[src/design/unused_placeholder_none.sv]
// Holds no logic
`timescale 1ns/1ps
`default_nettype none
`default_nettype wire

[src/design/exc_ctrl_pkg.sv]
// Constants and types of the state controller
package exc_ctrl_pkg;

  // ==========================================================
  // Widths
  localparam int ADDR_W = 32;
  localparam int DATA_W = 32;
  localparam int PSR_W = 16;

  // ==========================================================
  // Status word trace bits
  localparam int PSR_T_POS = 1;
  localparam int PSR_P_POS = 10;

  // ==========================================================
  // Frame layout; stack grows down
  localparam logic [ADDR_W-1:0] STACK_STEP = 32'h0000_0004;
  localparam logic [ADDR_W-1:0] LINK_IP_OFFSET = 32'h0000_0008;
  localparam logic [ADDR_W-1:0] RESET_IP = 32'h0000_0000;
  localparam logic [ADDR_W-1:0] RESET_WORD = 32'h0000_0000;
  localparam logic [PSR_W-1:0] RESET_PSR = 16'h0000;

  // ==========================================================
  // Operating states
  typedef enum logic [2:0] {
    ST_RESET, ST_EXECUTE, ST_EXCEPTION, ST_WAIT, ST_HALTED
  } op_state_type;

  // System interface status
  typedef enum logic [1:0] {
    STAT_RUN, STAT_WAIT, STAT_HALT, STAT_RESET
  } sys_status_type;

  // Exception sources
  typedef enum logic [3:0] {
    EXC_IRQ, EXC_NMI, EXC_DEBUG, EXC_TRAP_UNKNOWN, EXC_TRAP_FORBIDDEN,
    EXC_TRAP_OTHER, EXC_BREAKPOINT, EXC_BUS_RESTART, EXC_BUS_FATAL
  } exc_kind_type;

  // Instruction endings
  typedef enum logic [1:0] {
    END_COMPLETED, END_SUSPENDED, END_TERMINATED, END_PARTIAL
  } ending_type;

  // Exception sequence steps
  typedef enum logic [2:0] {
    SEQ_PUSH_PSR, SEQ_PUSH_IP, SEQ_PUSH_LINK, SEQ_READ_VECTOR, SEQ_READ_LINK_IP, SEQ_DONE
  } seq_step_type;

  // Instruction phases in logical order
  typedef enum logic [2:0] {
    PH_FETCH, PH_SOURCE, PH_COMPUTE, PH_RESULT, PH_FLAGS, PH_ADVANCE
  } phase_type;

endpackage

[src/design/ending_decode.sv]
// Instruction ending and stacked status word
`timescale 1ns/1ps
`default_nettype none
module ending_decode
  import exc_ctrl_pkg::*;
(
  // Exception description
  input wire exc_kind_type kind,
  input wire logic mid_instr,
  input wire logic string_instr,
  // Status word and addresses
  input wire logic [PSR_W-1:0] psr_in,
  input wire logic [ADDR_W-1:0] cur_ip,
  input wire logic [ADDR_W-1:0] next_ip,
  // Decision
  output ending_type ending,
  output logic [PSR_W-1:0] psr_stacked,
  output logic [ADDR_W-1:0] ip_stacked
);

  // Ending selection by exception type
  always_comb begin
    ending = END_COMPLETED; // [RQ9]
    if (kind == EXC_BUS_FATAL) begin
      ending = END_TERMINATED; // [RQ15]
    end else if (mid_instr && string_instr &&
                 (kind == EXC_BUS_RESTART || kind == EXC_IRQ || kind == EXC_NMI || kind == EXC_DEBUG)) begin
      ending = END_PARTIAL; // [RQ16]
    end else if (mid_instr) begin
      ending = END_SUSPENDED; // [RQ8] [RQ10]
    end
  end

  // Trace-pending cleared for unknown-opcode, forbidden-op, bus errors and partial endings before the copy is stacked
  always_comb begin
    psr_stacked = psr_in;
    if (kind == EXC_TRAP_UNKNOWN || kind == EXC_TRAP_FORBIDDEN || kind == EXC_BUS_RESTART ||
        kind == EXC_BUS_FATAL || ending == END_PARTIAL) begin
      psr_stacked[PSR_P_POS] = 1'b0; // [RQ11] [RQ17]
    end
  end

  // Completed resumes after the instruction, others at its start
  always_comb begin
    ip_stacked = (ending == END_COMPLETED) ? next_ip : cur_ip; // [RQ9] [RQ10] [RQ13] [RQ17]
  end

endmodule
`default_nettype wire

[src/design/phase_tracker.sv]
// Instruction phase order tracker
`timescale 1ns/1ps
`default_nettype none
module phase_tracker
  import exc_ctrl_pkg::*;
(
  // Clock and reset
  input wire logic clk,
  input wire logic clear,
  // Phase strobes
  input wire logic phase_valid,
  input wire phase_type phase_in,
  input wire logic ea_mem_read,
  // Results
  output phase_type phase_reg,
  output logic order_error_reg,
  output logic source_read
);

  // Address-calculation reads count as source reads
  assign source_read = (phase_valid && phase_in == PH_SOURCE) || ea_mem_read; // [RQ18]

  // Phase may only stay or move forward; advance wraps to fetch
  always_ff @(posedge clk) begin
    if (clear) begin
      phase_reg <= PH_FETCH;
      order_error_reg <= 1'b0;
    end else if (phase_valid) begin
      if (phase_in < phase_reg && phase_reg != PH_ADVANCE) begin
        order_error_reg <= 1'b1; // [RQ19]
      end
      phase_reg <= (phase_in == PH_ADVANCE) ? PH_FETCH : phase_in; // [RQ19]
    end
  end

endmodule
`default_nettype wire

[src/design/op_state_ctrl.sv]
// Operating states and exception stacking
`timescale 1ns/1ps
`default_nettype none
// Behaviour
// RQ1: Reset input low forces reset state; release moves to executing.
// RQ2: Executing goes to exception on recognised exception, to waiting on wait instruction.
// RQ3: Exception pushes pointer, status word, linkage, then fetches new pointer and linkage; the code pushes the status word first, then the pointer.
// RQ4: Return to executing only after every exception data reference completes.
// RQ5: Waiting is idle with its own status; interrupt or debug starts exception.
// RQ6: Bus error during exception processing halts with its own status until reset.
// RQ7: Direct-exception mode skips linkage push and linkage read.
// RQ8: Mid-instruction exceptions end the instruction one of four ways by type.
// RQ9: Completed ending stacks the next instruction's address.
// RQ10: Suspended ending stacks the suspended instruction's address.
// RQ11: Unknown-opcode, forbidden-op and bus errors clear trace-pending before stacking.
// RQ12: Emulating software fixes stacked flags and pointer before trap return.
// RQ13: Trap return with unchanged stacked pointer re-executes the suspended instruction.
// RQ14: Software fixes stacked trace-pending after emulation or before re-execution.
// RQ15: Reset or fatal bus error terminates the instruction; not resumable.
// RQ16: String instruction interrupted by restartable error, interrupt or debug is partial.
// RQ17: Partial ending clears trace-pending and stacks that instruction's address.
// RQ18: Effective-address memory reads count as source-operand reads.
// RQ19: Instruction phases follow fetch, source, compute, result, flags, advance.
// RQ20: State is a five-value register; reset input beats every transition.
module op_state_ctrl
  import exc_ctrl_pkg::*;
#(
  parameter int AW = ADDR_W,
  parameter int DW = DATA_W
)(
  // Clock and reset
  input wire logic clk,
  input wire logic srst,
  input wire logic reset_n,
  // Execution unit events
  input wire logic wait_instr,
  input wire logic direct_exc_mode,
  input wire logic trap_return,
  input wire logic [AW-1:0] return_ip,
  input wire logic [PSR_W-1:0] return_psr,
  // Exception request
  input wire logic exc_valid,
  input wire exc_kind_type exc_kind,
  input wire logic exc_mid_instr,
  input wire logic string_instr,
  input wire logic [AW-1:0] exc_vector_addr,
  // Pending sources seen while waiting
  input wire logic irq_pending,
  input wire logic debug_pending,
  // Processor context
  input wire logic [AW-1:0] cur_ip,
  input wire logic [AW-1:0] next_ip,
  input wire logic [PSR_W-1:0] processor_status_word,
  input wire logic [DW-1:0] linkage_base_register,
  input wire logic [AW-1:0] stack_ptr,
  // Instruction phase strobes
  input wire logic phase_valid,
  input wire phase_type phase_in,
  input wire logic ea_mem_read,
  // Data bus for exception references
  output logic bus_req,
  output logic bus_write,
  output logic [AW-1:0] bus_addr,
  output logic [DW-1:0] bus_wdata,
  input wire logic bus_done,
  input wire logic bus_error,
  input wire logic [DW-1:0] bus_rdata,
  // State and status
  output op_state_type state_reg,
  output sys_status_type sys_status,
  output logic exec_enable,
  // Exception results
  output logic exc_taken,
  output logic exc_done,
  output ending_type ending_reg,
  output logic resumable_reg,
  output logic [AW-1:0] new_ip_reg,
  output logic [DW-1:0] new_linkage_reg,
  output logic [AW-1:0] new_sp_reg,
  output logic [PSR_W-1:0] stacked_psr_reg,
  output logic [AW-1:0] stacked_ip_reg,
  // Instruction tracking
  output phase_type phase_reg,
  output logic phase_order_error,
  output logic source_read
);

  // ==========================================================
  // Helpers

  // Next stack slot below the given pointer
  function automatic logic [AW-1:0] push_addr(input logic [AW-1:0] sp);
    push_addr = sp - AW'(STACK_STEP);
  endfunction

  // Sources that wake the waiting state
  function automatic logic wake_source(input exc_kind_type k);
    wake_source = (k == EXC_IRQ) || (k == EXC_NMI) || (k == EXC_DEBUG);
  endfunction

  // ==========================================================
  // Declarations

  op_state_type state_next;
  seq_step_type step_reg;
  seq_step_type step_next;
  logic hold_reset;
  logic start_exc;
  logic ref_done;
  logic ref_error;
  ending_type ending_dec;
  logic [PSR_W-1:0] psr_dec;
  logic [AW-1:0] ip_dec;
  logic [AW-1:0] sp_reg;
  logic [AW-1:0] vector_reg;
  logic [DW-1:0] link_psr_word;

  // ==========================================================
  // Ending decision

  ending_decode u_ending (
    .kind(exc_kind),
    .mid_instr(exc_mid_instr),
    .string_instr(string_instr),
    .psr_in(processor_status_word),
    .cur_ip(cur_ip),
    .next_ip(next_ip),
    .ending(ending_dec),
    .psr_stacked(psr_dec),
    .ip_stacked(ip_dec)
  );

  // ==========================================================
  // Instruction phase order

  phase_tracker u_phase (
    .clk(clk),
    .clear(hold_reset),
    .phase_valid(phase_valid && state_reg == ST_EXECUTE),
    .phase_in(phase_in),
    .ea_mem_read(ea_mem_read),
    .phase_reg(phase_reg),
    .order_error_reg(phase_order_error),
    .source_read(source_read)
  );

  // ==========================================================
  // Operating state

  // Either reset forces the reset state
  assign hold_reset = srst || !reset_n; // [RQ1] [RQ20]

  // Exception accepted from executing, or a wake source while waiting
  assign start_exc = exc_valid &&
    ((state_reg == ST_EXECUTE) || (state_reg == ST_WAIT && wake_source(exc_kind))); // [RQ2] [RQ5]

  // Reference answer
  assign ref_done = bus_req && bus_done && !bus_error;
  assign ref_error = bus_req && bus_error;

  // Next-state decision
  always_comb begin
    state_next = state_reg;
    case (state_reg)
      ST_RESET: begin
        state_next = ST_EXECUTE; // [RQ1]
      end
      ST_EXECUTE: begin
        if (start_exc) begin
          state_next = ST_EXCEPTION; // [RQ2]
        end else if (wait_instr) begin
          state_next = ST_WAIT; // [RQ2]
        end
      end
      ST_WAIT: begin
        if (start_exc || irq_pending || debug_pending) begin
          state_next = ST_EXCEPTION; // [RQ5]
        end
      end
      ST_EXCEPTION: begin
        if (ref_error) begin
          state_next = ST_HALTED; // [RQ6]
        end else if (step_reg == SEQ_DONE) begin
          state_next = ST_EXECUTE; // [RQ4]
        end
      end
      ST_HALTED: begin
        state_next = ST_HALTED; // [RQ6]
      end
      default: begin
        state_next = ST_RESET;
      end
    endcase
  end

  // State register; reset wins
  always_ff @(posedge clk) begin
    if (hold_reset) begin
      state_reg <= ST_RESET; // [RQ1] [RQ20]
    end else begin
      state_reg <= state_next;
    end
  end

  // Interface status code
  always_comb begin
    case (state_reg)
      ST_WAIT: sys_status = STAT_WAIT; // [RQ5]
      ST_HALTED: sys_status = STAT_HALT; // [RQ6]
      ST_RESET: sys_status = STAT_RESET;
      default: sys_status = STAT_RUN;
    endcase
  end

  // Instructions run only while executing; waiting is idle
  assign exec_enable = (state_reg == ST_EXECUTE); // [RQ5]

  // ==========================================================
  // Exception reference sequence

  // Step order, skipping linkage in direct mode
  always_comb begin
    step_next = step_reg;
    case (step_reg)
      SEQ_PUSH_PSR: step_next = SEQ_PUSH_IP; // [RQ3]
      SEQ_PUSH_IP: step_next = direct_exc_mode ? SEQ_READ_VECTOR : SEQ_PUSH_LINK; // [RQ7]
      SEQ_PUSH_LINK: step_next = SEQ_READ_VECTOR; // [RQ3]
      SEQ_READ_VECTOR: step_next = direct_exc_mode ? SEQ_DONE : SEQ_READ_LINK_IP; // [RQ7]
      SEQ_READ_LINK_IP: step_next = SEQ_DONE; // [RQ3]
      default: step_next = SEQ_DONE;
    endcase
  end

  // Step advances as each reference completes
  always_ff @(posedge clk) begin
    if (hold_reset || state_reg != ST_EXCEPTION) begin
      step_reg <= SEQ_PUSH_PSR;
    end else if (ref_done) begin
      step_reg <= step_next; // [RQ4]
    end
  end

  // Status and linkage share one word slot each
  assign link_psr_word = DW'(stacked_psr_reg);

  // Registered bus request
  always_ff @(posedge clk) begin
    if (hold_reset) begin
      bus_req <= 1'b0;
      bus_write <= 1'b0;
      bus_addr <= RESET_WORD;
      bus_wdata <= RESET_WORD;
    end else if (state_reg == ST_EXCEPTION && step_reg != SEQ_DONE && !ref_error &&
                 !(ref_done && step_next == SEQ_DONE)) begin
      bus_req <= 1'b1;
      case (ref_done ? step_next : step_reg)
        SEQ_PUSH_PSR: begin
          bus_write <= 1'b1;
          bus_addr <= push_addr(sp_reg);
          bus_wdata <= link_psr_word; // [RQ3]
        end
        SEQ_PUSH_IP: begin
          bus_write <= 1'b1;
          bus_addr <= push_addr(push_addr(sp_reg));
          bus_wdata <= stacked_ip_reg; // [RQ3]
        end
        SEQ_PUSH_LINK: begin
          bus_write <= 1'b1;
          bus_addr <= push_addr(push_addr(push_addr(sp_reg)));
          bus_wdata <= linkage_base_register; // [RQ3]
        end
        SEQ_READ_VECTOR: begin
          bus_write <= 1'b0;
          bus_addr <= vector_reg; // [RQ3]
          bus_wdata <= RESET_WORD;
        end
        SEQ_READ_LINK_IP: begin
          bus_write <= 1'b0;
          bus_addr <= (ref_done ? AW'(bus_rdata) : AW'(new_linkage_reg)) + AW'(LINK_IP_OFFSET); // [RQ3]
          bus_wdata <= RESET_WORD;
        end
        default: begin
          bus_write <= 1'b0;
          bus_wdata <= RESET_WORD;
        end
      endcase
    end else begin
      bus_req <= 1'b0;
      bus_write <= 1'b0;
    end
  end

  // ==========================================================
  // Captured exception context

  // Frame contents latched at acceptance
  always_ff @(posedge clk) begin
    if (hold_reset) begin
      stacked_psr_reg <= RESET_PSR;
      stacked_ip_reg <= RESET_IP;
      sp_reg <= RESET_IP;
      vector_reg <= RESET_IP;
      ending_reg <= END_TERMINATED; // [RQ15]
      resumable_reg <= 1'b0; // [RQ15]
    end else if (start_exc) begin
      stacked_psr_reg <= psr_dec; // [RQ11] [RQ17]
      stacked_ip_reg <= ip_dec; // [RQ9] [RQ10] [RQ17]
      sp_reg <= stack_ptr;
      vector_reg <= exc_vector_addr;
      ending_reg <= ending_dec; // [RQ8]
      resumable_reg <= (ending_dec != END_TERMINATED); // [RQ15]
    end else if (state_reg == ST_WAIT && (irq_pending || debug_pending)) begin
      stacked_psr_reg <= processor_status_word; // [RQ9]
      stacked_ip_reg <= next_ip; // [RQ9]
      sp_reg <= stack_ptr;
      vector_reg <= exc_vector_addr;
      ending_reg <= END_COMPLETED;
      resumable_reg <= 1'b1;
    end
  end

  // New pointer and linkage
  always_ff @(posedge clk) begin
    if (hold_reset) begin
      new_ip_reg <= RESET_IP;
      new_linkage_reg <= RESET_WORD;
      new_sp_reg <= RESET_IP;
    end else if (trap_return && state_reg == ST_EXECUTE) begin
      new_ip_reg <= return_ip; // [RQ13]
      new_sp_reg <= new_sp_reg + AW'(direct_exc_mode ? 2 * STACK_STEP : 3 * STACK_STEP);
    end else if (ref_done) begin
      case (step_reg)
        SEQ_READ_VECTOR: begin
          if (direct_exc_mode) begin
            new_ip_reg <= bus_rdata; // [RQ7]
          end else begin
            new_linkage_reg <= bus_rdata; // [RQ3]
          end
        end
        SEQ_READ_LINK_IP: begin
          new_ip_reg <= bus_rdata; // [RQ3]
        end
        SEQ_PUSH_LINK, SEQ_PUSH_IP, SEQ_PUSH_PSR: begin
          new_sp_reg <= bus_addr;
        end
        default: ;
      endcase
    end
  end

  // ==========================================================
  // Event pulses

  // Exception taken, and all of its references finished
  assign exc_taken = (state_reg != ST_EXCEPTION) && (state_next == ST_EXCEPTION) && !hold_reset;
  assign exc_done = (state_reg == ST_EXCEPTION) && (step_reg == SEQ_DONE) && !hold_reset; // [RQ4]

  // Return status word is not used here; software owns its trace bits
  logic unused_return_psr;
  assign unused_return_psr = ^return_psr;

endmodule
`default_nettype wire

[config.mk]
export PLATFORM = sky130hd
export DESIGN_NAME = op_state_ctrl
export DESIGN_NICKNAME = d
export VERILOG_FILES = /design/src/design/unused_placeholder_none.sv /design/src/design/exc_ctrl_pkg.sv /design/src/design/ending_decode.sv /design/src/design/phase_tracker.sv /design/src/design/op_state_ctrl.sv
export SDC_FILE = /design/constraint.sdc
export NUM_CORES = 1
export LEC_CHECK = 0
export ABC_AREA = 1
export BUFFER_PORTS_ARGS = -buffer_cell sky130_fd_sc_hd__buf_2
export CAP_MARGIN = 20
export CORE_AREA = 4 4 194 196
export CTS_CLUSTER_DIAMETER = 120
export DETAILED_ROUTE_END_ITERATION = 7
export DIE_AREA = 0 0 198 200
export PLACE_DENSITY = 0.74
export SLEW_MARGIN = 5
export SYNTH_ARGS = -nofsm -noshare
export SYNTH_HDL_FRONTEND = slang
export SYNTH_SLANG_ARGS = --single-unit
export TNS_END_PERCENT = 5
[constraint.sdc]
create_clock -name clk -period 6.09 [get_ports clk]
set_input_delay 0.609 -clock clk [delete_from_list [all_inputs] [get_ports clk]]
set_output_delay 0.609 -clock clk [all_outputs]
set_load 0.005 [all_outputs]
## Word level (Yosys, flattened, before mapping)

Cells that the tools add are included.

- Bits in registers: 287
- Latch bits: 0
- Bits in writable memories: 0
- Memory bits (read-only): 0
- Input bits: 278
- Word-level logic and storage cells: 156
- Memories: 0

- Add/subtract/negate cells: 5
- Multipliers: 0
- Div/mod/pow operators: 0
- $lt $le $gt $ge: 1
- Eq/ne operators: 29
- Shifts and indexed selects: 0
- Mux-type cells: 42
- Bitwise logic cells: 3
- Reduce and logical (&&, ||, !) cells: 59

Operator list:

| kind | number |
|---|---|
| $mux W32 | 14 |
| $pmux W32 S5 | 1 |
| $pmux W32 S3 | 1 |
| $sub A32 B3 Y32 const B | 3 |
| $pmux W32 S2 | 1 |
| $add A32 B4 Y32 | 1 |
| $add A32 B4 Y32 const B | 1 |
| $mux W16 | 2 |
| $mux W3 | 8 |
| $eq A3 B2 Y1 const B | 7 |
| $logic_and A1 B1 Y1 | 20 |
| $eq A3 B3 Y1 const B | 6 |
| $logic_or A1 B1 Y1 | 16 |
| $pmux W3 S5 | 1 |
| $eq A3 B1 Y1 const B | 4 |
| $pmux W3 S4 | 1 |
| $logic_not A3 Y1 | 3 |
| $ne A3 B3 Y1 const B | 3 |
| $eq A4 B2 Y1 const B | 2 |
| $eq A4 B3 Y1 const B | 2 |
| $mux W1 | 8 |
| $mux W2 | 4 |
| $pmux W2 S3 | 1 |
| $reduce_and A2 Y1 | 3 |
| 17 further kinds | 26 |

## Depth between registers and ports, before layout

Gate-level depths: netlist of run 1.

- Depth after elaboration: 13
- Gate-level depth with buffers: 24
- Mapped depth without buffers: 24

## Modules after synthesis

A second synthesis of run 1 with hierarchy kept.

- Cell total of the unflattened synthesis: 2810
- Area total of the unflattened synthesis: 17678.2 um^2

By module, submodules not included:

| module | times used | cells an instance | area each (um^2) | sequential area each (um^2) |
|---|---|---|---|---|
| op_state_ctrl | 1 | 2634 | 16727.3 | 5665.4 |
| ending_decode | 1 | 142 | 715.7 | 0.0 |
| phase_tracker | 1 | 34 | 235.2 | 80.1 |

## Least setup slack after synthesis of run 1

OpenSTA, ideal clock, no wires.

- Kind: input to register
- Start point: input port direct_exc_mode
- End point: register new_sp_reg[24]
- Arrival: 2877 ps
- Required time: 5958 ps
- Path slack: 3081 ps
- Stages on the path: 19
- Path buffers: 0
- Cell sequence: inv_1 > ha_1 > inv_1 > ha_1 > nor3_1 > nand2_1 > nor2_1 > nand3_1 > nor2_1 > nand2_1 > nor2_1 > nand2_1 > nor3_1 > inv_1 > nor2_1 > nand4_1 > or2_2 > o211ai_1 > a21oi_1

- Longest elaborated chain between the ends: 3

RTL lines:

| element | line | source |
|---|---|---|
| from (decl) | op_state_ctrl.sv:37 | `input wire logic direct_exc_mode,` |
| $mux W3 | op_state_ctrl.sv:330 | `new_sp_reg <= new_sp_reg + AW'(direct_exc_mode ? 2 * STACK_STEP : 3 * STACK_STEP);` |
| $add A32 B4 Y32 | op_state_ctrl.sv:330 |  |
| $mux W32 | op_state_ctrl.sv:328 | `end else if (trap_return && state_reg == ST_EXECUTE) begin` |
| to (signal assigned) | op_state_ctrl.sv:330 |  |
| to (signal assigned) | op_state_ctrl.sv:344 | `new_sp_reg <= bus_addr;` |
| to (decl) | op_state_ctrl.sv:79 | `output logic [AW-1:0] new_sp_reg,` |

Every way passes these cells.
A chain may end at the register's enable or synchronous reset.

## Worst setup path after layout of run 1

- Start point: register bus_req
- End point: register bus_addr[15]

- Longest elaborated chain between the ends: 6
- Elaborated cells between the ends (all ways): 19
- Classes of those cells: add/sub: 1; eq/ne: 4; mux: 3; reduce/logical: 11

RTL lines:

| element | line | source |
|---|---|---|
| from (decl) | op_state_ctrl.sv:61 | `output logic bus_req,` |
| from (signal assigned) | op_state_ctrl.sv:249 | `bus_req <= 1'b0;` |
| from (signal assigned) | op_state_ctrl.sv:255 | `bus_req <= 1'b1;` |
| from (signal assigned) | op_state_ctrl.sv:288 | `bus_req <= 1'b0;` |
| parallel branches: the longest is 6 deep, another holds $add A32 B4 Y32 | - |  |
| to (signal assigned) | op_state_ctrl.sv:259 | `bus_addr <= push_addr(sp_reg);` |
| to (signal assigned) | op_state_ctrl.sv:264 | `bus_addr <= push_addr(push_addr(sp_reg));` |
| to (signal assigned) | op_state_ctrl.sv:269 | `bus_addr <= push_addr(push_addr(push_addr(sp_reg)));` |
| to (decl) | op_state_ctrl.sv:63 | `output logic [AW-1:0] bus_addr,` |

Parallel ways; which one is timed is not known.

==> results.yml, run 1 <==
synthesis:
  synth_cells: 2599
  synth_area_um2: 17000
  ys_seq_elements: 287
  yosys_warnings: 0
  yosys-top-cells-count: "nand2_1, dfxtp_1, nor2_1"
  ys.flop_type: "dfxtp_1"
  async_flop_share: 0
  yosys.cell_types.count: 59
  yosysMostFrequentCell: "nand2_1"
  yosysTopAreaCellShare: 0.338
  yosysSeqAreaShare: 0.338
  syn_nets: 2885
  synth_area_leaders: "dfxtp_1, nand2_1, a21oi_1"
  synth_edf_count: 0
  yosysTopAreaCell: "dfxtp_1"
  syn-mean-instance-area_um2: 6.54
routing:
  first_pass_iters: 6
  drc_errors: 0
  avgViaCountPerCell: 5.59
  wl_per_cell_um: 19.5
  totalWireLength_um: 68500
  ant_nets: 0
  drt-initial-drc-count: 1736
  vias: 19638
pwr:
  pwr-share-clk: 0.433
  internal_power_w: 0.00345
  p_total_w: 0.00488
  p_seq_frac: 0.394
  power_frac_comb: 0.173
  p_per_area_nw_per_um2: 234
  p_leak_nw: 9.26
  vdd_drop_max_uv: 248
  p_sw_w: 0.00144
  p_sw_frac: 0.294
worst_hold_path:
  hp-class: "in -> reg"
  hold_end: "stacked_psr_reg[12]"
  holdPathStages: 3
  worstHoldStart: "processor_status_word[12]"
sta:
  layout_min_cycle_time_ns: 4.44
  slew_headroom: 0.282
  setup_viol: 0
  holdWs_ns: 0.317
  fin_tns_setup_ns: 0
  worst_slew_pin_slew_ns: 1.08
  drv_slew: 0
  period_share: 0.728
  rsz0062_at_grt: "no"
  timing.fmax_ghz: 0.225
  hold_viol_final: 0
  skew_ns: 0.0221
floorplanning:
  die_area_um2: 39600
  io_pins: 504
  die_y_um: 200
  dieWidth_um: 198
  core_area_um2: 36100
  std_cell_rows: 70
  start_util: 0.471
run_status:
  status: "completed"
worst_setup_path:
  crit_required_ns: 6.45
  critPathMaxFanout: 30
  cp_top_family: "simple AND/OR/NAND/NOR gates"
  ff2ff_path_depth: 11
  crit_top_cell: "nor2_1"
  cp_slowest_stage_delay_ns: 0.69
  endpoint_kind: "flop"
  reg2reg_to: "bus_addr[15]"
  r2r_slack_ns: 1.65
  crit_chain: "nand3_2 > inv_2 > nor2_1 > nor3_1 > nor2_1 > nand2_1 > clkinv_1 > nand3_1 > o2111ai_1 > o21ai_0 > a21oi_1"
  cpMaxStageDelayCell: "clkinv_1"
  crit_buf_inv: 2
  worstSetupPathType: "reg -> reg"
  arrival_ns: 4.80
  rr_startpoint: "bus_req"
  startpoint_type: "flop"
place:
  place_congestion: 1.00
  dp_hpwl_um: 53000
  port_buffers: 487
clock_network:
  cts_made_buffers: 34
  h-tree-depth: 2
  holdBufCountCts: 0
  cts_resized: 0
  cts-root-buf: "clkbuf_16"
  cts.clk_slew.worst_paths_ns: 0.06
  cts_tree: "built"
  clkSinkCount: 287
  post_cts_buffers: 0
  clkLatencyLatePin_ns: 0.54
  clk_path_buf_depth: 3
grt:
  antenna_found_initial: 8
  track_usage: 0.323
  grt_pass1_wl_um: 101000
  grt_pass1_vias: 18186
  grt-ovfl-total: 0
  grt_max_degree: 112
flow_run:
  maxCapViolCount: 0
cells_and_area:
  regArea_um2: 5750
  area_delta_synth_final_pct: 23.0
  nets: 3299
  drive_gt1_frac: 0.243
  n_fill_cell: 3539
  multi_input_area_um2: 9900
-- through the flow --
stage / setup WS (ns) / utilization / instances / area (um^2)
after floorplan: 3.08 / - / 2599 / 17000
after global placement: 1.47 / 0.546 / 3444 / 19700
after detailed placement: 1.48 / 0.546 / 3444 / 19700
after CTS: 1.81 / 0.578 / 3503 / 20800
after global routing: 1.30 / 0.579 / 3508 / 20900
final: 1.65 / 0.579 / 3512 / 20900
-- worst min-delay path: stages --
cell,delay [ns]
buf_2,0.10
nand2_1,0.05
a21oi_1,0.05
-- cell families (layout without fill, tap and decap cells) --
logic type	after synthesis	count (layout)	share of synthesized area
compound gates	561	561	0.192
mux	32	32	0.0189
fa+ha+maj	8	8	0.00589
buf+inv	364	801	0.0820
other cells	0	8	0
simple gates	1333	1333	0.356
flops	287	287	0.338
xor+xnor	14	14	0.00722
-- cell type report --
class	count	area share
multi-input combinational	1948	0.474
inverter	235	0.0425
clock buffer	49	0.0468
tap	468	0.0280
timing repair buffer	507	0.125
sequential	287	0.275
clock inverter	10	0.00808
antenna	8	0.000958
-- routing by layer --
metal	global-route usage	wire, um	up-vias
li1	-	-	9485
met1	0.410	26900	9089
met2	0.548	32600	913
met3	0.0527	5670	147
met4	0.135	3240	4
met5	0	29	-
-- cells in the final DEF (no fill, tap or decap), types with 24 or more instances in the layout --
cell type	netlist	layout
nand4_1	65	65
nand2_1	728	727
mux2i_1	32	32
inv_2	26	27
o21ai_0	158	158
nor3_1	25	24
nand3_1	138	138
a21oi_1	220	219
nand2_2	44	45
nor2_1	229	225
dfxtp_1	287	287
inv_1	206	203
clkbuf_16	0	34
a211oi_1	35	35
a31oi_1	62	62
buf_2	9	487
nor2_2	32	33
-- power groups by stage --
stage / registers, W / clock network [W] / logic (W)
global placement: 0.00197 / 0 / 0.000817
CTS: 0.00193 / 0.00213 / 0.000830
global route: 0.00193 / 0.00221 / 0.000929
floorplan: 0.00196 / 0 / 0.000538
detailed placement: 0.00197 / 0 / 0.000827
finish: 0.00193 / 0.00211 / 0.000846
-- how the worst max path moves through the flow --
stage / depth (start not counted) / startpoint / to
6_report: 11 / bus_req / bus_addr[15]
5_1_grt: 13 / bus_req / bus_addr[16]
4_1_cts: 11 / bus_req / bus_addr[15]
3_5_place_dp: 13 / bus_error / bus_addr[15]
3_3_place_gp: 20 / bus_error / bus_addr[27]
2_1_floorplan: 19 / direct_exc_mode / new_sp_reg[24]
No activity file was read; power rests on OpenSTA's default activity.
==> inputs of run 2 (changes only) <==
Settings changed: PLACE_DENSITY 0.74 to 0.77.
Clock period 6.09 ns to 3.9 ns, I/O delays scaled along.
==> run 2 against run 1 <==
Net effect:
- register-to-register slack lost 1.3 ns
- final cell count grew 0.60%
- sequential share of layout area shrank 0.20 points
- maximum frequency grew 24%
- sequential cell count is the same
- non-clock buffer count grew 23
- worst setup slack lost 1.3 ns
- sequential power grew 56%
- critical path type unchanged
- critical endpoint is now bus_addr[29]
==> results.yml, run 2 (same netlist as run 1, synthesis figures left out) <==
run_status:
  status: "completed"
grt:
  grt_pass1_vias: 18134
  grt-ovfl-total: 0
  grt_max_degree: 102
  track_usage: 0.329
  antenna_found_initial: 7
  grt_pass1_wl_um: 103000
floorplanning:
  die_y_um: 200
  dieWidth_um: 198
  core_area_um2: 36100
  start_util: 0.471
  io_pins: 504
  die_area_um2: 39600
  std_cell_rows: 70
sta:
  rsz0062_at_grt: "no"
  slew_headroom: 0.350
  skew_ns: 0.0235
  hold_viol_final: 0
  drv_slew: 0
  fin_tns_setup_ns: 0
  layout_min_cycle_time_ns: 3.58
  worst_slew_pin_slew_ns: 0.974
  period_share: 0.917
  setup_viol: 0
  timing.fmax_ghz: 0.280
worst_setup_path:
  r2r_slack_ns: 0.32
  startpoint_type: "flop"
  crit_required_ns: 4.36
  reg2reg_to: "bus_addr[29]"
  worstSetupPathType: "reg -> reg"
  endpoint_kind: "flop"
  critPathMaxFanout: 7
  cp_slowest_stage_delay_ns: 0.40
  critPathLaunch: "sp_reg[2]"
  crit_chain: "inv_2 > ha_1 > inv_1 > nor2_1 > nand2_1 > nand2_1 > nand2_1 > nor2_1 > nand2_1 > nor2_1 > nand3_1 > nand2_1 > inv_2 > nor2_2 > nand2_2 > nor2_1 > nand2_1 > nand2_1 > nand3_1 > nand2_1 > nand2_1 > a21oi_2"
  cp_top_family: "simple AND/OR/NAND/NOR gates"
  arrival_ns: 4.04
  crit_end: "bus_addr[29]"
  crit_buf_inv: 3
  cpMaxStageDelayCell: "dfxtp_1"
  crit_cells: 22
  rr_startpoint: "sp_reg[2]"
  crit_top_cell: "nand2_1"
  ff2ff_path_depth: 22
routing:
  wl_met1_um: 27900
  met3WireLength_um: 5200
  vias: 19788
  drc_errors: 0
  wl_per_cell_um: 19.5
  ant_nets: 0
  drt-initial-drc-count: 1618
  topRoutingLayerUsed: "met5"
  first_pass_iters: 5
  avgViaCountPerCell: 5.60
  wl_met2_um: 32800
  totalWireLength_um: 68800
clock_network:
  cts_made_buffers: 34
  clk_path_buf_depth: 3
  clkSinkCount: 287
  h-tree-depth: 2
  clkLatencyLatePin_ns: 0.55
  cts_resized: 0
  cts_tree: "built"
  cts.clk_slew.worst_paths_ns: 0.06
  cts-root-buf: "clkbuf_16"
place:
  dp_hpwl_um: 53600
  port_buffers: 487
  place_congestion: 1.03
worst_hold_path:
  hp-class: "in -> reg"
  holdPathStages: 3
cells_and_area:
  area_delta_synth_final_pct: 23.9
  fin_util: 0.583
  final_common_cell: "nand2_1"
  nets: 3322
  final_cell_mix: "nand2_1, buf_2, dfxtp_1"
  n_fill_cell: 3552
  drive_gt1_frac: 0.250
pwr:
  p_per_area_nw_per_um2: 359
  p_total_w: 0.00756
  p_leak_nw: 9.37
  vdd_drop_max_uv: 370
flow_run:
  maxCapViolCount: 0
-- run 2: what timing repair did --
action                                 in CTS  in global routing
buffers inserted                            0                  3
endpoints found under the hold margin       0                  0
setup endpoints to repair                   0                  1
hold buffers                                0                  0
-- run 2: routing by layer --
| metal | track usage | vias to the layer above |
|---|---|---|
| met4 | 0.122 | 6 |
| met1 | 0.428 | 9226 |
| met3 | 0.0502 | 147 |
| met5 | 0 | - |
| li1 | - | 9546 |
| met2 | 0.554 | 863 |
-- run 2: layout make-up --
cell class	instances	area, um^2	area share
multi-input cells	1948	9900	0.470
repair buffers	530	2800	0.133
diodes	5	12.5	0.000594
clock buffers	49	987	0.0469
well taps	468	586	0.0278
clock inverters	11	130	0.00618
flip-flops and latches	287	5750	0.273
inverters	235	888	0.0422
-- run 2: through the flow --
stage          hold slack (ns)  worst slack [ns]  area (um^2)  std cells
2_1_floorplan            0.434              1.11        17000       2599
3_3_place_gp             0.452             0.293        19900       3464
3_5_place_dp             0.451             0.294        19900       3465
4_1_cts                 0.0640             0.304        21000       3525
5_1_grt                 0.0920            0.0140        21000       3530
6_report                0.0833             0.323        21000       3533
-- run 2: worst min path at each step --
| stage | from | end | slack [ns] |
|---|---|---|---|
| after floorplan | vector_reg[2] | vector_reg[2] | 0.43 |
| after global placement | bus_wdata[2] | bus_wdata[2] | 0.45 |
| after detailed placement | vector_reg[2] | vector_reg[2] | 0.45 |
| after CTS | exc_vector_addr[13] | vector_reg[13] | 0.06 |
| after global routing | exc_vector_addr[13] | vector_reg[13] | 0.09 |
| final | exc_vector_addr[13] | vector_reg[13] | 0.08 |
-- run 2: worst register-to-register path, cell delays in order (launching register included) --
cell	delay (ns)
dfxtp_1	0.40
inv_2	0.10
ha_1	0.30
inv_1	0.12
nor2_1	0.30
nand2_1	0.09
nand2_1	0.07
nand2_1	0.20
nor2_1	0.23
nand2_1	0.11
nor2_1	0.18
nand3_1	0.10
nand2_1	0.20
inv_2	0.08
nor2_2	0.16
nand2_2	0.12
nor2_1	0.18
nand2_1	0.07
nand2_1	0.06
nand3_1	0.06
nand2_1	0.12
nand2_1	0.14
a21oi_2	0.13
-- run 2: power breakdown --
part,switching [W],internal [W],total [W]
combinational,0.000945,0.000406,0.00135
sequential,0.0000358,0.00297,0.00301
clock,0.00130,0.00190,0.00320
total,0.00228,0.00528,0.00756
==> inputs of run 3 (changes only) <==
Settings changed: CORE_AREA 4 4 194 196 to 4 4 197 199, DIE_AREA 0 0 198 200 to 0 0 201 203, SYNTH_HIERARCHICAL set to 1.
==> run 3 against run 2 <==
Net effect:
- non-clock buffer count decreased by 11
- worst setup slack improved by 0.026 ns
- maximum frequency increased by 0.74%
- sequential share of layout area decreased by 0.54 points
- first-iteration DRC count increased by 6.0%
- clock power increased by 5%
- clock-buffer cell count decreased by 4
- critical endpoint is now bus_addr[16]
==> results.yml, run 3 <==
clock_network:
  clkLatencyLatePin_ns: 0.53
  h-tree-depth: 2
  post_cts_buffers: 0
  clkSinkCount: 287
  cts_resized: 0
  cts-root-buf: "clkbuf_16"
  cts_tree: "built"
  clk_path_buf_depth: 3
  holdBufCountCts: 0
  cts.clk_slew.worst_paths_ns: 0.06
  cts_made_buffers: 34
synthesis:
  synth_area_um2: 17700
  synth_edf_count: 0
  yosys_warnings: 6
  syn-mean-instance-area_um2: 6.29
  synth_cells: 2810
  yosysTopAreaCell: "dfxtp_1"
  yosysMostFrequentCell: "nand2_1"
  yosys.cell_types.count: 53
  ys.flop_type: "dfxtp_1"
  yosysSeqAreaShare: 0.325
  yosys-top-cells-count: "nand2_1, dfxtp_1, nor2_1"
  async_flop_share: 0
  synth_area_leaders: "dfxtp_1, nand2_1, nor2_1"
  yosysTopAreaCellShare: 0.325
  ys_seq_elements: 287
  syn_nets: 3096
grt:
  grt-ovfl-total: 0
  antenna_found_initial: 16
  grt_pass1_wl_um: 107000
  grt_max_degree: 78
  track_usage: 0.323
  grt_pass1_vias: 19387
place:
  port_buffers: 487
  placed_area_um2: 20300
  dp_hpwl_um: 54300
  place_congestion: 0.962
cells_and_area:
  drive_gt1_frac: 0.219
  n_fill_cell: 3735
  final_common_cell: "nand2_1"
  area_delta_synth_final_pct: 21.5
  nets: 3487
  fin_area_um2: 21500
  multi_input_area_um2: 10400
  regArea_um2: 5750
  final_cell_mix: "nand2_1, buf_2, dfxtp_1"
floorplanning:
  start_util: 0.475
  dieWidth_um: 201
  io_pins: 504
  die_area_um2: 40800
  die_y_um: 203
  std_cell_rows: 71
  core_area_um2: 37200
routing:
  drt-initial-drc-count: 1715
  avgViaCountPerCell: 5.66
  ant_nets: 0
  drc_errors: 0
  first_pass_iters: 7
  vias: 20981
  totalWireLength_um: 70600
  wl_per_cell_um: 19.1
sta:
  timing.fmax_ghz: 0.282
  fin_tns_setup_ns: 0
  drv_slew: 0
  period_share: 0.910
  rsz0062_at_grt: "no"
  setup_viol: 0
  hold_viol_final: 0
  worst_slew_pin_slew_ns: 1.07
  layout_min_cycle_time_ns: 3.55
  slew_headroom: 0.283
  skew_ns: 0.0151
worst_setup_path:
  endpoint_kind: "flop"
  arrival_ns: 3.93
  worstSetupPathType: "reg -> reg"
  startpoint_type: "flop"
  crit_required_ns: 4.28
  critPathMaxFanout: 11
  cp_slowest_stage_delay_ns: 0.41
  crit_chain: "inv_2 > ha_1 > inv_1 > nor2_2 > nand2_1 > nand2_2 > inv_2 > nand3_1 > nand2_1 > nand2_2 > nand2_1 > nor2_2 > nand2_2 > nor2_4 > nand2_1 > nand3_1 > o2111ai_1 > o21ai_0 > a21oi_1"
  rr_startpoint: "sp_reg[2]"
  reg2reg_to: "bus_addr[16]"
  cpMaxStageDelayCell: "o21ai_0"
  crit_buf_inv: 3
  crit_top_cell: "nand2_1"
  r2r_slack_ns: 0.35
  cp_top_family: "simple AND/OR/NAND/NOR gates"
  ff2ff_path_depth: 19
worst_hold_path:
  holdPathStages: 3
  hold_end: "vector_reg[15]"
  worstHoldStart: "exc_vector_addr[15]"
  hp-class: "in -> reg"
pwr:
  vdd_drop_max_uv: 289
  p_per_area_nw_per_um2: 358
  p_leak_nw: 9.78
flow_run:
  maxCapViolCount: 0
run_status:
  status: "completed"
## run 3: report_power, final
part | leakage (nW) | switching, W | internal, W
combinational | 6.90 | 0.000931 | 0.000398
sequential | 2.32 | 0.0000401 | 0.00297
clock | 0.560 | 0.00127 | 0.00207
total | 9.78 | 0.00225 | 0.00545
## run 3: kinds of logic after synthesis
family,share of synthesized area
adder cells (fa/ha/maj),0.00566
buffers and inverters,0.0917
flip-flops,0.325
AO/OA/AOI/OAI,0.190
AND/OR/NAND/NOR,0.381
XOR/XNOR,0.00694
## run 3: worst max-delay path by stage
stage / start / endpoint / slack, ns / depth (start not counted)
floorplan: sp_reg[2] / bus_addr[30] / 1.13 / 23
global placement: bus_error / bus_addr[29] / 0.42 / 16
detailed placement: bus_error / bus_addr[29] / 0.41 / 16
CTS: sp_reg[2] / bus_addr[16] / 0.43 / 19
global route: bus_req / bus_addr[25] / 0.06 / 17
finish: sp_reg[2] / bus_addr[16] / 0.35 / 19
## run 3: cell type report
| type | instances | area share |
|---|---|---|
| antenna | 10 | 0.00117 |
| clock buffer | 45 | 0.0434 |
| clock inverter | 11 | 0.0102 |
| inverter | 240 | 0.0422 |
| multi-input combinational | 2119 | 0.483 |
| sequential | 287 | 0.268 |
| tap | 474 | 0.0276 |
| timing repair buffer | 519 | 0.125 |
## run 3: worst register-to-register path, cell delays in order (launching register included)
cell       delay (ns)
dfxtp_1          0.35
inv_2            0.22
ha_1             0.30
inv_1            0.13
nor2_2           0.29
nand2_1          0.11
nand2_2          0.19
inv_2            0.10
nand3_1          0.18
nand2_1          0.09
nand2_2          0.11
nand2_1          0.09
nor2_2           0.17
nand2_2          0.10
nor2_4           0.17
nand2_1          0.07
nand3_1          0.08
o2111ai_1        0.14
o21ai_0          0.41
a21oi_1          0.11
## run 3: metrics by stage
step	total power [W]	utilization	setup slack [ns]	hold slack [ns]	cells
2_1_floorplan	0.00392	-	1.13	0.434	2810
3_3_place_gp	0.00437	0.545	0.421	0.438	3639
3_5_place_dp	0.00439	0.545	0.409	0.445	3639
4_1_cts	0.00772	0.576	0.434	0.0986	3695
5_1_grt	0.00800	0.577	0.0632	0.119	3702
6_report	0.00769	0.577	0.349	0.111	3705
## run 3: layer usage
layer	part of all wire	global-route usage	vias to the layer above
li1	-	-	10159
met1	0.39	0.398	9656
met2	0.48	0.562	985
met3	0.087	0.0677	163
met4	0.036	0.114	18
met5	0.0015	0	-
